===== src/dtop_regs.vh =====
// register offsets, field positions, reset values and timing counts
// for the dynamic floor operating point register bank
// assumes inclusion by bare name from the design files
`ifndef DTOP_REGS_VH
`define DTOP_REGS_VH

// ****************************************
// register indices (printed offsets)
// ****************************************
`define DTOP_IDX_R1_OP        8'h33
`define DTOP_IDX_LOC_OP       8'h34
`define DTOP_IDX_R2_OP        8'h35
`define DTOP_IDX_CTRL1        8'h36
`define DTOP_IDX_CYC_LOW      8'h37
`define DTOP_IDX_LOCK         8'h38
`define DTOP_IDX_STATUS       8'h39

// ****************************************
// control register one field positions
// ****************************************
`define DTOP_CTRL1_R2_CYC_MSB 0
`define DTOP_CTRL1_RSVD       1
`define DTOP_CTRL1_R1_CAP     2
`define DTOP_CTRL1_LOC_CAP    3
`define DTOP_CTRL1_R2_CAP     4
`define DTOP_CTRL1_R1_EN      5
`define DTOP_CTRL1_LOC_EN     6
`define DTOP_CTRL1_R2_EN      7
`define DTOP_CTRL1_WMASK      8'hFD

// ****************************************
// reset values
// ****************************************
`define DTOP_OP_RESET         8'h64
`define DTOP_CTRL1_RESET      8'h00
`define DTOP_CYC_LOW_RESET    8'h00

// ****************************************
// timing
// ****************************************
`define DTOP_CLK_MHZ          25
`define DTOP_MON_CYCLE_US     1000
`define DTOP_MON_CYCLE_CLKS   (`DTOP_MON_CYCLE_US * `DTOP_CLK_MHZ)

`endif


===== src/dtop_chan.v =====
// one temperature channel: operating point register, throttle capture
// and dynamic floor adjustment paced by a cycle count
// assumes temperatures and the monitor tick are synchronous to CORE_CLK
`timescale 1ns/1ps
`include "dtop_regs.vh"

module dtop_chan #(
   parameter WIDTH = 8
) (
   input  wire             clk,
   input  wire             rst_n,
   input  wire             wr_en,
   input  wire [WIDTH-1:0] wr_data,
   input  wire             lock,
   input  wire             cap_en,
   input  wire             throttle,
   input  wire             tick,
   input  wire             dyn_en,
   input  wire [2:0]       cycles,
   input  wire [WIDTH-1:0] temp,
   input  wire [WIDTH-1:0] floor_in,
   input  wire [WIDTH-1:0] lim_lo,
   input  wire [WIDTH-1:0] lim_hi,
   output reg  [WIDTH-1:0] op_point,
   output reg  [WIDTH-1:0] floor_out
);

   reg [2:0] wait_cnt;

   // ****************************************
   // operating point register
   // ****************************************
   // capture wins over a write in the same cycle; hardware event is newer
   always @(posedge clk) begin
      if (!rst_n) begin
         op_point <= `DTOP_OP_RESET;                    // [RULE1]
      end else if (cap_en && throttle && tick) begin  // [RULE7] [RULE9] [RULE10] [RULE16]
         op_point <= temp;
      end else if (wr_en && !lock) begin               // [RULE2]
         op_point <= wr_data;                          // [RULE8]
      end
   end

   // ****************************************
   // dynamic floor adjustment
   // ****************************************
   // one step per paced interval; a step of one degree keeps fans smooth
   always @(posedge clk) begin
      if (!rst_n) begin
         floor_out <= {WIDTH{1'b0}};
         wait_cnt  <= 3'h0;
      end else if (!dyn_en) begin
         floor_out <= floor_in;                        // [RULE13]
         wait_cnt  <= 3'h0;
      end else if (tick) begin
         if (wait_cnt < cycles) begin                  // [RULE5]
            wait_cnt <= wait_cnt + 3'h1;
         end else begin
            wait_cnt <= 3'h0;
            // hotter than target: lower floor so fans start sooner  [RULE3] [RULE11]
            if (temp > op_point && floor_out > lim_lo) begin
               floor_out <= floor_out - {{(WIDTH-1){1'b0}}, 1'b1};
            end else if (temp < op_point && floor_out < lim_hi) begin
               floor_out <= floor_out + {{(WIDTH-1){1'b0}}, 1'b1};
            end
         end
      end
   end

endmodule


===== src/dtop_bank.v =====
// register bank for dynamic minimum-temperature control, AXI4-Lite slave
// assumes all inputs synchronous to CORE_CLK except the throttle pin,
// which is brought in through a two-flop synchroniser here
//
// Register access over AXI4-Lite was decided locally.
`timescale 1ns/1ps
`include "dtop_regs.vh"

// How it works
// RULE1: the three operating point registers reset to 0x64, 100 degrees.
// RULE2: once the lock bit is set, operating point writes are dropped.
// RULE3: with dynamic control on, operating point is the target temperature.
// RULE4: control one bit 0 is remote 2 cycle MSB; low bits at 0x37.
// RULE5: the 3-bit cycle value paces monitoring cycles between adjustments; the local channel's value is tied to 0 here, cyc_low[5:3] unused.
// RULE6: control one bit 1 is reserved, reads zero, has no function.
// RULE7: bit 2 set and throttle asserted copies remote 1 temperature in.
// RULE8: bit 2 clear ignores throttle; remote 1 point keeps programmed value.
// RULE9: bit 3 set with throttle copies local temperature into local point.
// RULE10: bit 4 set with throttle copies remote 2 temperature in.
// RULE11: bit 5 enables dynamic floor adjustment on remote 1.
// RULE12: control one resets to 0x00, so capture and enable start off.
// RULE13: enable clear leaves the floor unadjusted, plain automatic control.
// RULE14: bit 6 enables dynamic floor adjustment on the local channel.
// RULE15: bit 7 enables dynamic floor adjustment on remote 2.
// RULE16: captures use synchronised throttle, once per monitor cycle while held.
module dtop_bank #(
   parameter MON_CYCLE_CLKS = `DTOP_MON_CYCLE_CLKS
) (
   input  wire        CORE_CLK,
   input  wire        RST_N,
   input  wire [7:0]  S_AXI_AWADDR,
   input  wire        S_AXI_AWVALID,
   output reg         S_AXI_AWREADY,
   input  wire [31:0] S_AXI_WDATA,
   input  wire [3:0]  S_AXI_WSTRB,
   input  wire        S_AXI_WVALID,
   output reg         S_AXI_WREADY,
   output reg  [1:0]  S_AXI_BRESP,
   output reg         S_AXI_BVALID,
   input  wire        S_AXI_BREADY,
   input  wire [7:0]  S_AXI_ARADDR,
   input  wire        S_AXI_ARVALID,
   output reg         S_AXI_ARREADY,
   output reg  [31:0] S_AXI_RDATA,
   output reg  [1:0]  S_AXI_RRESP,
   output reg         S_AXI_RVALID,
   input  wire        S_AXI_RREADY,
   input  wire        THERMAL_THROTTLE_SIGNAL_N,
   input  wire [7:0]  REMOTE1_TEMP,
   input  wire [7:0]  LOCAL_TEMP,
   input  wire [7:0]  REMOTE2_TEMP,
   input  wire [23:0] FLOOR_IN,
   input  wire [23:0] LIMIT_LOW,
   input  wire [23:0] LIMIT_HIGH,
   output reg  [23:0] FLOOR_OUT,
   output reg  [2:0]  DYNAMIC_ACTIVE
);

   localparam [1:0] RESP_OKAY   = 2'b00;
   localparam [1:0] RESP_SLVERR = 2'b10;
   localparam [31:0] TICK_LAST  = MON_CYCLE_CLKS - 1;

   reg  [7:0]  ctrl_one;
   reg  [7:0]  cyc_low;
   reg         lock;
   reg         thr_meta;
   reg         thr_sync;
   reg  [31:0] tick_cnt;
   reg         tick;
   reg  [7:0]  aw_addr;
   reg  [31:0] w_data;
   reg  [3:0]  w_strb;
   reg         aw_held;
   reg         w_held;
   reg  [7:0]  next_rdata;
   reg         next_rerr;
   wire        wr_go;
   wire [7:0]  wr_idx;
   wire [7:0]  rd_idx;
   wire [23:0] op_points;
   wire [23:0] floors;
   wire [8:0]  cycle_sets;

   // ****************************************
   // throttle synchroniser and monitor tick
   // ****************************************
   // pin is active low and asynchronous; second flop alone is used
   always @(posedge CORE_CLK) begin
      if (!RST_N) begin
         thr_meta <= 1'b0;
         thr_sync <= 1'b0;
      end else begin
         thr_meta <= ~THERMAL_THROTTLE_SIGNAL_N;
         thr_sync <= thr_meta;                          // [RULE16]
      end
   end

   // free-running monitoring cycle; one pulse per period
   always @(posedge CORE_CLK) begin
      if (!RST_N) begin
         tick_cnt <= 32'h0;
         tick     <= 1'b0;
      end else if (tick_cnt >= TICK_LAST) begin
         tick_cnt <= 32'h0;
         tick     <= 1'b1;
      end else begin
         tick_cnt <= tick_cnt + 32'h1;
         tick     <= 1'b0;
      end
   end

   // ****************************************
   // AXI4-Lite write path
   // ****************************************
   // address and data latched independently, either order
   always @(posedge CORE_CLK) begin
      if (!RST_N) begin
         aw_held       <= 1'b0;
         w_held        <= 1'b0;
         aw_addr       <= 8'h00;
         w_data        <= 32'h0;
         w_strb        <= 4'h0;
         S_AXI_AWREADY <= 1'b0;
         S_AXI_WREADY  <= 1'b0;
         S_AXI_BVALID  <= 1'b0;
         S_AXI_BRESP   <= RESP_OKAY;
      end else begin
         S_AXI_AWREADY <= 1'b0;
         S_AXI_WREADY  <= 1'b0;
         if (S_AXI_AWVALID && !aw_held && !S_AXI_AWREADY && !S_AXI_BVALID) begin
            S_AXI_AWREADY <= 1'b1;
         end
         if (S_AXI_AWVALID && S_AXI_AWREADY) begin
            aw_held <= 1'b1;
            aw_addr <= S_AXI_AWADDR;
         end
         if (S_AXI_WVALID && !w_held && !S_AXI_WREADY && !S_AXI_BVALID) begin
            S_AXI_WREADY <= 1'b1;
         end
         if (S_AXI_WVALID && S_AXI_WREADY) begin
            w_held <= 1'b1;
            w_data <= S_AXI_WDATA;
            w_strb <= S_AXI_WSTRB;
         end
         if (wr_go) begin
            aw_held      <= 1'b0;
            w_held       <= 1'b0;
            S_AXI_BVALID <= 1'b1;
            S_AXI_BRESP  <= (wr_idx >= `DTOP_IDX_R1_OP && wr_idx <= `DTOP_IDX_LOCK) ?
                            RESP_OKAY : RESP_SLVERR;
         end else if (S_AXI_BVALID && S_AXI_BREADY) begin
            S_AXI_BVALID <= 1'b0;
         end
      end
   end

   assign wr_go  = aw_held && w_held && !S_AXI_BVALID;
   assign wr_idx = {2'b00, aw_addr[7:2]};

   // ****************************************
   // control registers
   // ****************************************
   // only the low byte lane carries register data
   always @(posedge CORE_CLK) begin
      if (!RST_N) begin
         ctrl_one <= `DTOP_CTRL1_RESET;                   // [RULE12]
         cyc_low  <= `DTOP_CYC_LOW_RESET;
         lock     <= 1'b0;
      end else if (wr_go && w_strb[0]) begin
         if (wr_idx == `DTOP_IDX_CTRL1) begin
            ctrl_one <= w_data[7:0] & `DTOP_CTRL1_WMASK;  // [RULE6]
         end else if (wr_idx == `DTOP_IDX_CYC_LOW) begin
            cyc_low <= w_data[7:0];
         end else if (wr_idx == `DTOP_IDX_LOCK && w_data[0]) begin
            lock <= 1'b1;                                 // sticky until reset
         end
      end
   end

   // remote 2 cycle value splits across two registers  [RULE4]
   assign cycle_sets = {ctrl_one[`DTOP_CTRL1_R2_CYC_MSB], cyc_low[7:6],
                        3'h0,
                        cyc_low[2:0]};

   // ****************************************
   // per-channel operating point and floor logic
   // ****************************************
   genvar ch;
   generate
      for (ch = 0; ch < 3; ch = ch + 1) begin : g_chan
         dtop_chan #(.WIDTH(8)) u_chan (
            .clk       (CORE_CLK),
            .rst_n     (RST_N),
            .wr_en     (wr_go && w_strb[0] && wr_idx == `DTOP_IDX_R1_OP + ch),
            .wr_data   (w_data[7:0]),
            .lock      (lock),                                      // [RULE2]
            .cap_en    (ctrl_one[`DTOP_CTRL1_R1_CAP + ch]),          // [RULE8]
            .throttle  (thr_sync),
            .tick      (tick),
            .dyn_en    (ctrl_one[`DTOP_CTRL1_R1_EN + ch]),  // [RULE11] [RULE14] [RULE15]
            .cycles    (cycle_sets[ch*3 +: 3]),
            .temp      (ch == 0 ? REMOTE1_TEMP : (ch == 1 ? LOCAL_TEMP : REMOTE2_TEMP)),
            .floor_in  (FLOOR_IN[ch*8 +: 8]),
            .lim_lo    (LIMIT_LOW[ch*8 +: 8]),
            .lim_hi    (LIMIT_HIGH[ch*8 +: 8]),
            .op_point  (op_points[ch*8 +: 8]),
            .floor_out (floors[ch*8 +: 8])
         );
      end
   endgenerate

   // registered outputs toward the fan loop
   always @(posedge CORE_CLK) begin
      if (!RST_N) begin
         FLOOR_OUT      <= 24'h0;
         DYNAMIC_ACTIVE <= 3'h0;
      end else begin
         FLOOR_OUT      <= floors;
         DYNAMIC_ACTIVE <= ctrl_one[7:5];                 // [RULE3]
      end
   end

   // ****************************************
   // AXI4-Lite read path
   // ****************************************
   // read decode; unmapped words answer SLVERR with zero data
   assign rd_idx = {2'b00, S_AXI_ARADDR[7:2]};

   always @* begin
      next_rdata = 8'h00;
      next_rerr  = 1'b0;
      if (rd_idx == `DTOP_IDX_R1_OP) begin
         next_rdata = op_points[7:0];
      end else if (rd_idx == `DTOP_IDX_LOC_OP) begin
         next_rdata = op_points[15:8];
      end else if (rd_idx == `DTOP_IDX_R2_OP) begin
         next_rdata = op_points[23:16];
      end else if (rd_idx == `DTOP_IDX_CTRL1) begin
         next_rdata = ctrl_one;                           // [RULE6]
      end else if (rd_idx == `DTOP_IDX_CYC_LOW) begin
         next_rdata = cyc_low;
      end else if (rd_idx == `DTOP_IDX_LOCK) begin
         next_rdata = {7'h00, lock};
      end else if (rd_idx == `DTOP_IDX_STATUS) begin
         next_rdata = {6'h00, tick, thr_sync};
      end else begin
         next_rerr = 1'b1;
      end
   end

   // one read at a time; ARREADY pulses for one cycle
   always @(posedge CORE_CLK) begin
      if (!RST_N) begin
         S_AXI_ARREADY <= 1'b0;
         S_AXI_RVALID  <= 1'b0;
         S_AXI_RDATA   <= 32'h0;
         S_AXI_RRESP   <= RESP_OKAY;
      end else begin
         S_AXI_ARREADY <= 1'b0;
         if (S_AXI_ARVALID && !S_AXI_ARREADY && !S_AXI_RVALID) begin
            S_AXI_ARREADY <= 1'b1;
            S_AXI_RVALID  <= 1'b1;
            S_AXI_RDATA   <= {24'h0, next_rdata};
            S_AXI_RRESP   <= next_rerr ? RESP_SLVERR : RESP_OKAY;
         end else if (S_AXI_RVALID && S_AXI_RREADY) begin
            S_AXI_RVALID <= 1'b0;
         end
      end
   end

endmodule


===== config.mk =====
export PLATFORM = sky130hd
export DESIGN_NAME = dtop_bank
export DESIGN_NICKNAME = d
export VERILOG_FILES = /design/src/dtop_chan.v /design/src/dtop_bank.v
export VERILOG_INCLUDE_DIRS = /design/src
export SDC_FILE = /design/constraint.sdc
export NUM_CORES = 1
export LEC_CHECK = 0
export BUFFER_PORTS_ARGS = -buffer_cell sky130_fd_sc_hd__buf_2
export CELL_PAD_IN_SITES_DETAIL_PLACEMENT = 1
export CELL_PAD_IN_SITES_GLOBAL_PLACEMENT = 1
export CORE_UTILIZATION = 40
export CTS_BUF_LIST = sky130_fd_sc_hd__clkbuf_8
export CTS_CLUSTER_SIZE = 16
export DETAILED_ROUTE_END_ITERATION = 16
export PLACE_DENSITY = 0.78
export SLEW_MARGIN = 0
export SYNTH_ARGS = -nofsm -noshare
export SYNTH_HDL_FRONTEND = slang
export SYNTH_SLANG_ARGS = --single-unit

===== constraint.sdc =====
create_clock -name CORE_CLK -period 6.5 [get_ports CORE_CLK]
set_input_delay 0.65 -clock CORE_CLK [delete_from_list [all_inputs] [get_ports CORE_CLK]]
set_output_delay 0.65 -clock CORE_CLK [all_outputs]
set_load 0.01 [all_outputs]

==> impl_metrics.toml <==
[status]
status = "completed"

[synthesis]
synth_area_leaders = "dfxtp_1 36%, ha_1 13%, mux2i_1 5.0%, a21oi_1 4.4%, nor2_1 4.3%"
avgSynthCellArea_um2 = 8.51
synth_cells = 1076
ys_ff_latch = 164
synthesis.area_mm2 = 0.00916
synth_edf_count = 0
yosysWarnings = 0
synth.distinct_cells = 66
synthArstFlopShare = 0
yosysSeqAreaShare = 0.358
synth_top_area_share = 0.358
synth_top_area_cell = "dfxtp_1"
synthFlopType = "dfxtp_1"

[clock_tree]
numCtsBuffers = 17
root_buffer = "clkbuf_8"
clkTransAtPathRegs_ns = 0.09
ctsHoldBuffers = 0
cts_max_level = 4
clock-sinks = 164
cts_tree = "yes"
cts_resized = 0
clk_path_buf_depth = 2
clock_latency_ns = 0.46
postCtsSetupBuffers = 0

[floorplan]
dieHeight_um = 153
die_x_um = 153
placement_rows = 54
initial_core_util = 0.413
io_pins = 224
die_area_mm2 = 0.0235
core_mm2 = 0.0222

[routing]
drt_iter0_markers = 408
dr_total_vias = 8117
first_pass_iters = 5
drt_wl_total_um = 25200
drcViolationCount = 0
via_per_inst = 5.29
ant_nets = 0
wire_per_inst_um = 16.4

[worst_setup_path]
critical_path_arrival_ns = 5.00
worstSetupPathType = "flip-flop to flip-flop"
rr_worst_depth = 15
r2r_slack_ns = 1.84
cp_max_fo = 6
worstSetupStartpointType = "flip-flop"
crit_path_end_kind = "flip-flop"
crit_required_ns = 6.83

[global_route]
globalRouteOverflowTotal = 0
grt_max_degree = 67
grt_usage = 0.220
grt_pass1_vias = 8151
grt_pass1_wl_um = 41000
antenna_found_initial = 0

[sta]
final.min_clock_period_ns = 4.66
rsz0062_at_grt = "no"
setup_tns_ns = 0
skew_ns = 0.0184
max_freq_ghz = 0.214
period_share = 0.717
tightest_slew_ns = 1.02
finalHoldViolCount = 0
setup_violations = 0
slew_headroom = 0.314
slew_violations = 0
finalWorstSetupSlack_ns = 1.84

[finish]
fillCellCount = 2740
seq_area_mm2 = 0.00328
layout-drive-gt1-share = 0.175
final_nets = 1496
layoutNonFillerInstCount = 1534
layout_common_cells = "166 x buf_2, 164 x dfxtp_1, 105 x nor2_1"
final_common_cell = "buf_2"
multi_input_area_mm2 = 0.00535
antenna_cells = 0
design_area_mm2 = 0.0106
syn_to_final_growth_pct = 15.4

[place]
numPortBuffers = 166
placedInstanceArea_mm2 = 0.0102
placed_cells = 1504
routabilityCongestion = 0.845
pre_cts_ws_ns = 1.58
place_hpwl_um = 19100

[power]
leakage_nw = 4.93
finalPower_mw = 2.08
power_density_mw_per_mm2 = 197
ir_drop_mv = 0.103

[run]
drv_cap = 0

[min_path]
hold_path_depth = 2
hold_path_class = "input port to flip-flop"
worst max-delay path, stage by stage, from the launching register on:
cell and delay, ns:
dfxtp_1 0.42, inv_1 0.07, ha_1 0.29, nor2b_1 0.14, o211ai_1 0.15, a21oi_1 0.11
o311ai_1 0.77, inv_1 0.34, ha_1 0.37, a21oi_1 0.20, nor2_1 0.07, a2111oi_0 0.79
o2bb2ai_1 0.22, nor3b_1 0.30, o211ai_1 0.12, nor3b_1 0.18
cell families after synthesis:
logic type               synth area share
multiplexers                       0.0675
AND/OR/NAND/NOR                     0.179
adder cells (fa/ha/maj)             0.135
AO/OA/AOI/OAI                       0.160
XOR/XNOR                           0.0249
other                            0.000409
buffers and inverters              0.0750
flip-flops                          0.358
through the flow:
step | hold WS, ns | utilization
global placement | 0.442 | 0.460
floorplan | 0.412 | -
CTS | 0.315 | 0.477
global route | 0.312 | 0.477
finish | 0.344 | 0.477
detailed placement | 0.449 | 0.460
layout make-up:
class | instances | area share
multi-input combinational | 797 | 0.506
tap | 280 | 0.0331
clock buffer | 20 | 0.0260
inverter | 93 | 0.0330
timing repair buffer | 170 | 0.0814
clock inverter | 10 | 0.00959
sequential | 164 | 0.311
synthesized netlist by cell type (11+ instances only):
| cell | instances |
|---|---|
| a211oi_1 | 24 |
| a21oi_1 | 81 |
| and2_1 | 23 |
| buf_4 | 26 |
| clkbuf_1 | 38 |
| dfxtp_1 | 164 |
| ha_1 | 94 |
| inv_1 | 91 |
| mux2i_1 | 46 |
| nand2_1 | 87 |
| nand3_1 | 33 |
| nand4_1 | 17 |
| nor2_1 | 105 |
| nor2b_1 | 14 |
| nor3_1 | 14 |
| o211ai_1 | 11 |
| o21ai_0 | 51 |
| xnor2_1 | 19 |
routing by layer:
metal | track usage | wire [um]
met1 | 0.283 | 11800
met2 | 0.376 | 12100
met3 | 0.0349 | 877
met4 | 0.0673 | 374
met5 | 0 | 0
power breakdown:
part	leakage [nW]	total, mW	internal (mW)	switching, mW
sequential	1.34	1.07	1.03	0.0316
clock	0.184	0.721	0.333	0.388
combinational	3.41	0.290	0.127	0.163
total	4.93	2.08	1.49	0.583
flip-flops by register name, summed over array words and instances (netlist names), 3 cells and up:
register and cells:
cyc_low 8, g_chan.u_chan.floor_out 24, g_chan.u_chan.wait_cnt 6, w_data 8
S_AXI_RDATA 8, g_chan.u_chan.op_point 24, FLOOR_OUT 24, tick_cnt 32
ctrl_one 7, aw_addr 6, DYNAMIC_ACTIVE 3
path summary, 6_finish.rpt:
path / end / from
max: g_chan[2].u_chan.floor_out[7] / g_chan[2].u_chan.op_point[1]
min reg2reg: S_AXI_WREADY / w_held
max reg2reg: g_chan[2].u_chan.floor_out[7] / g_chan[2].u_chan.op_point[1]
min: thr_meta / THERMAL_THROTTLE_SIGNAL_N
No activity file was read; power rests on OpenSTA's default activity.
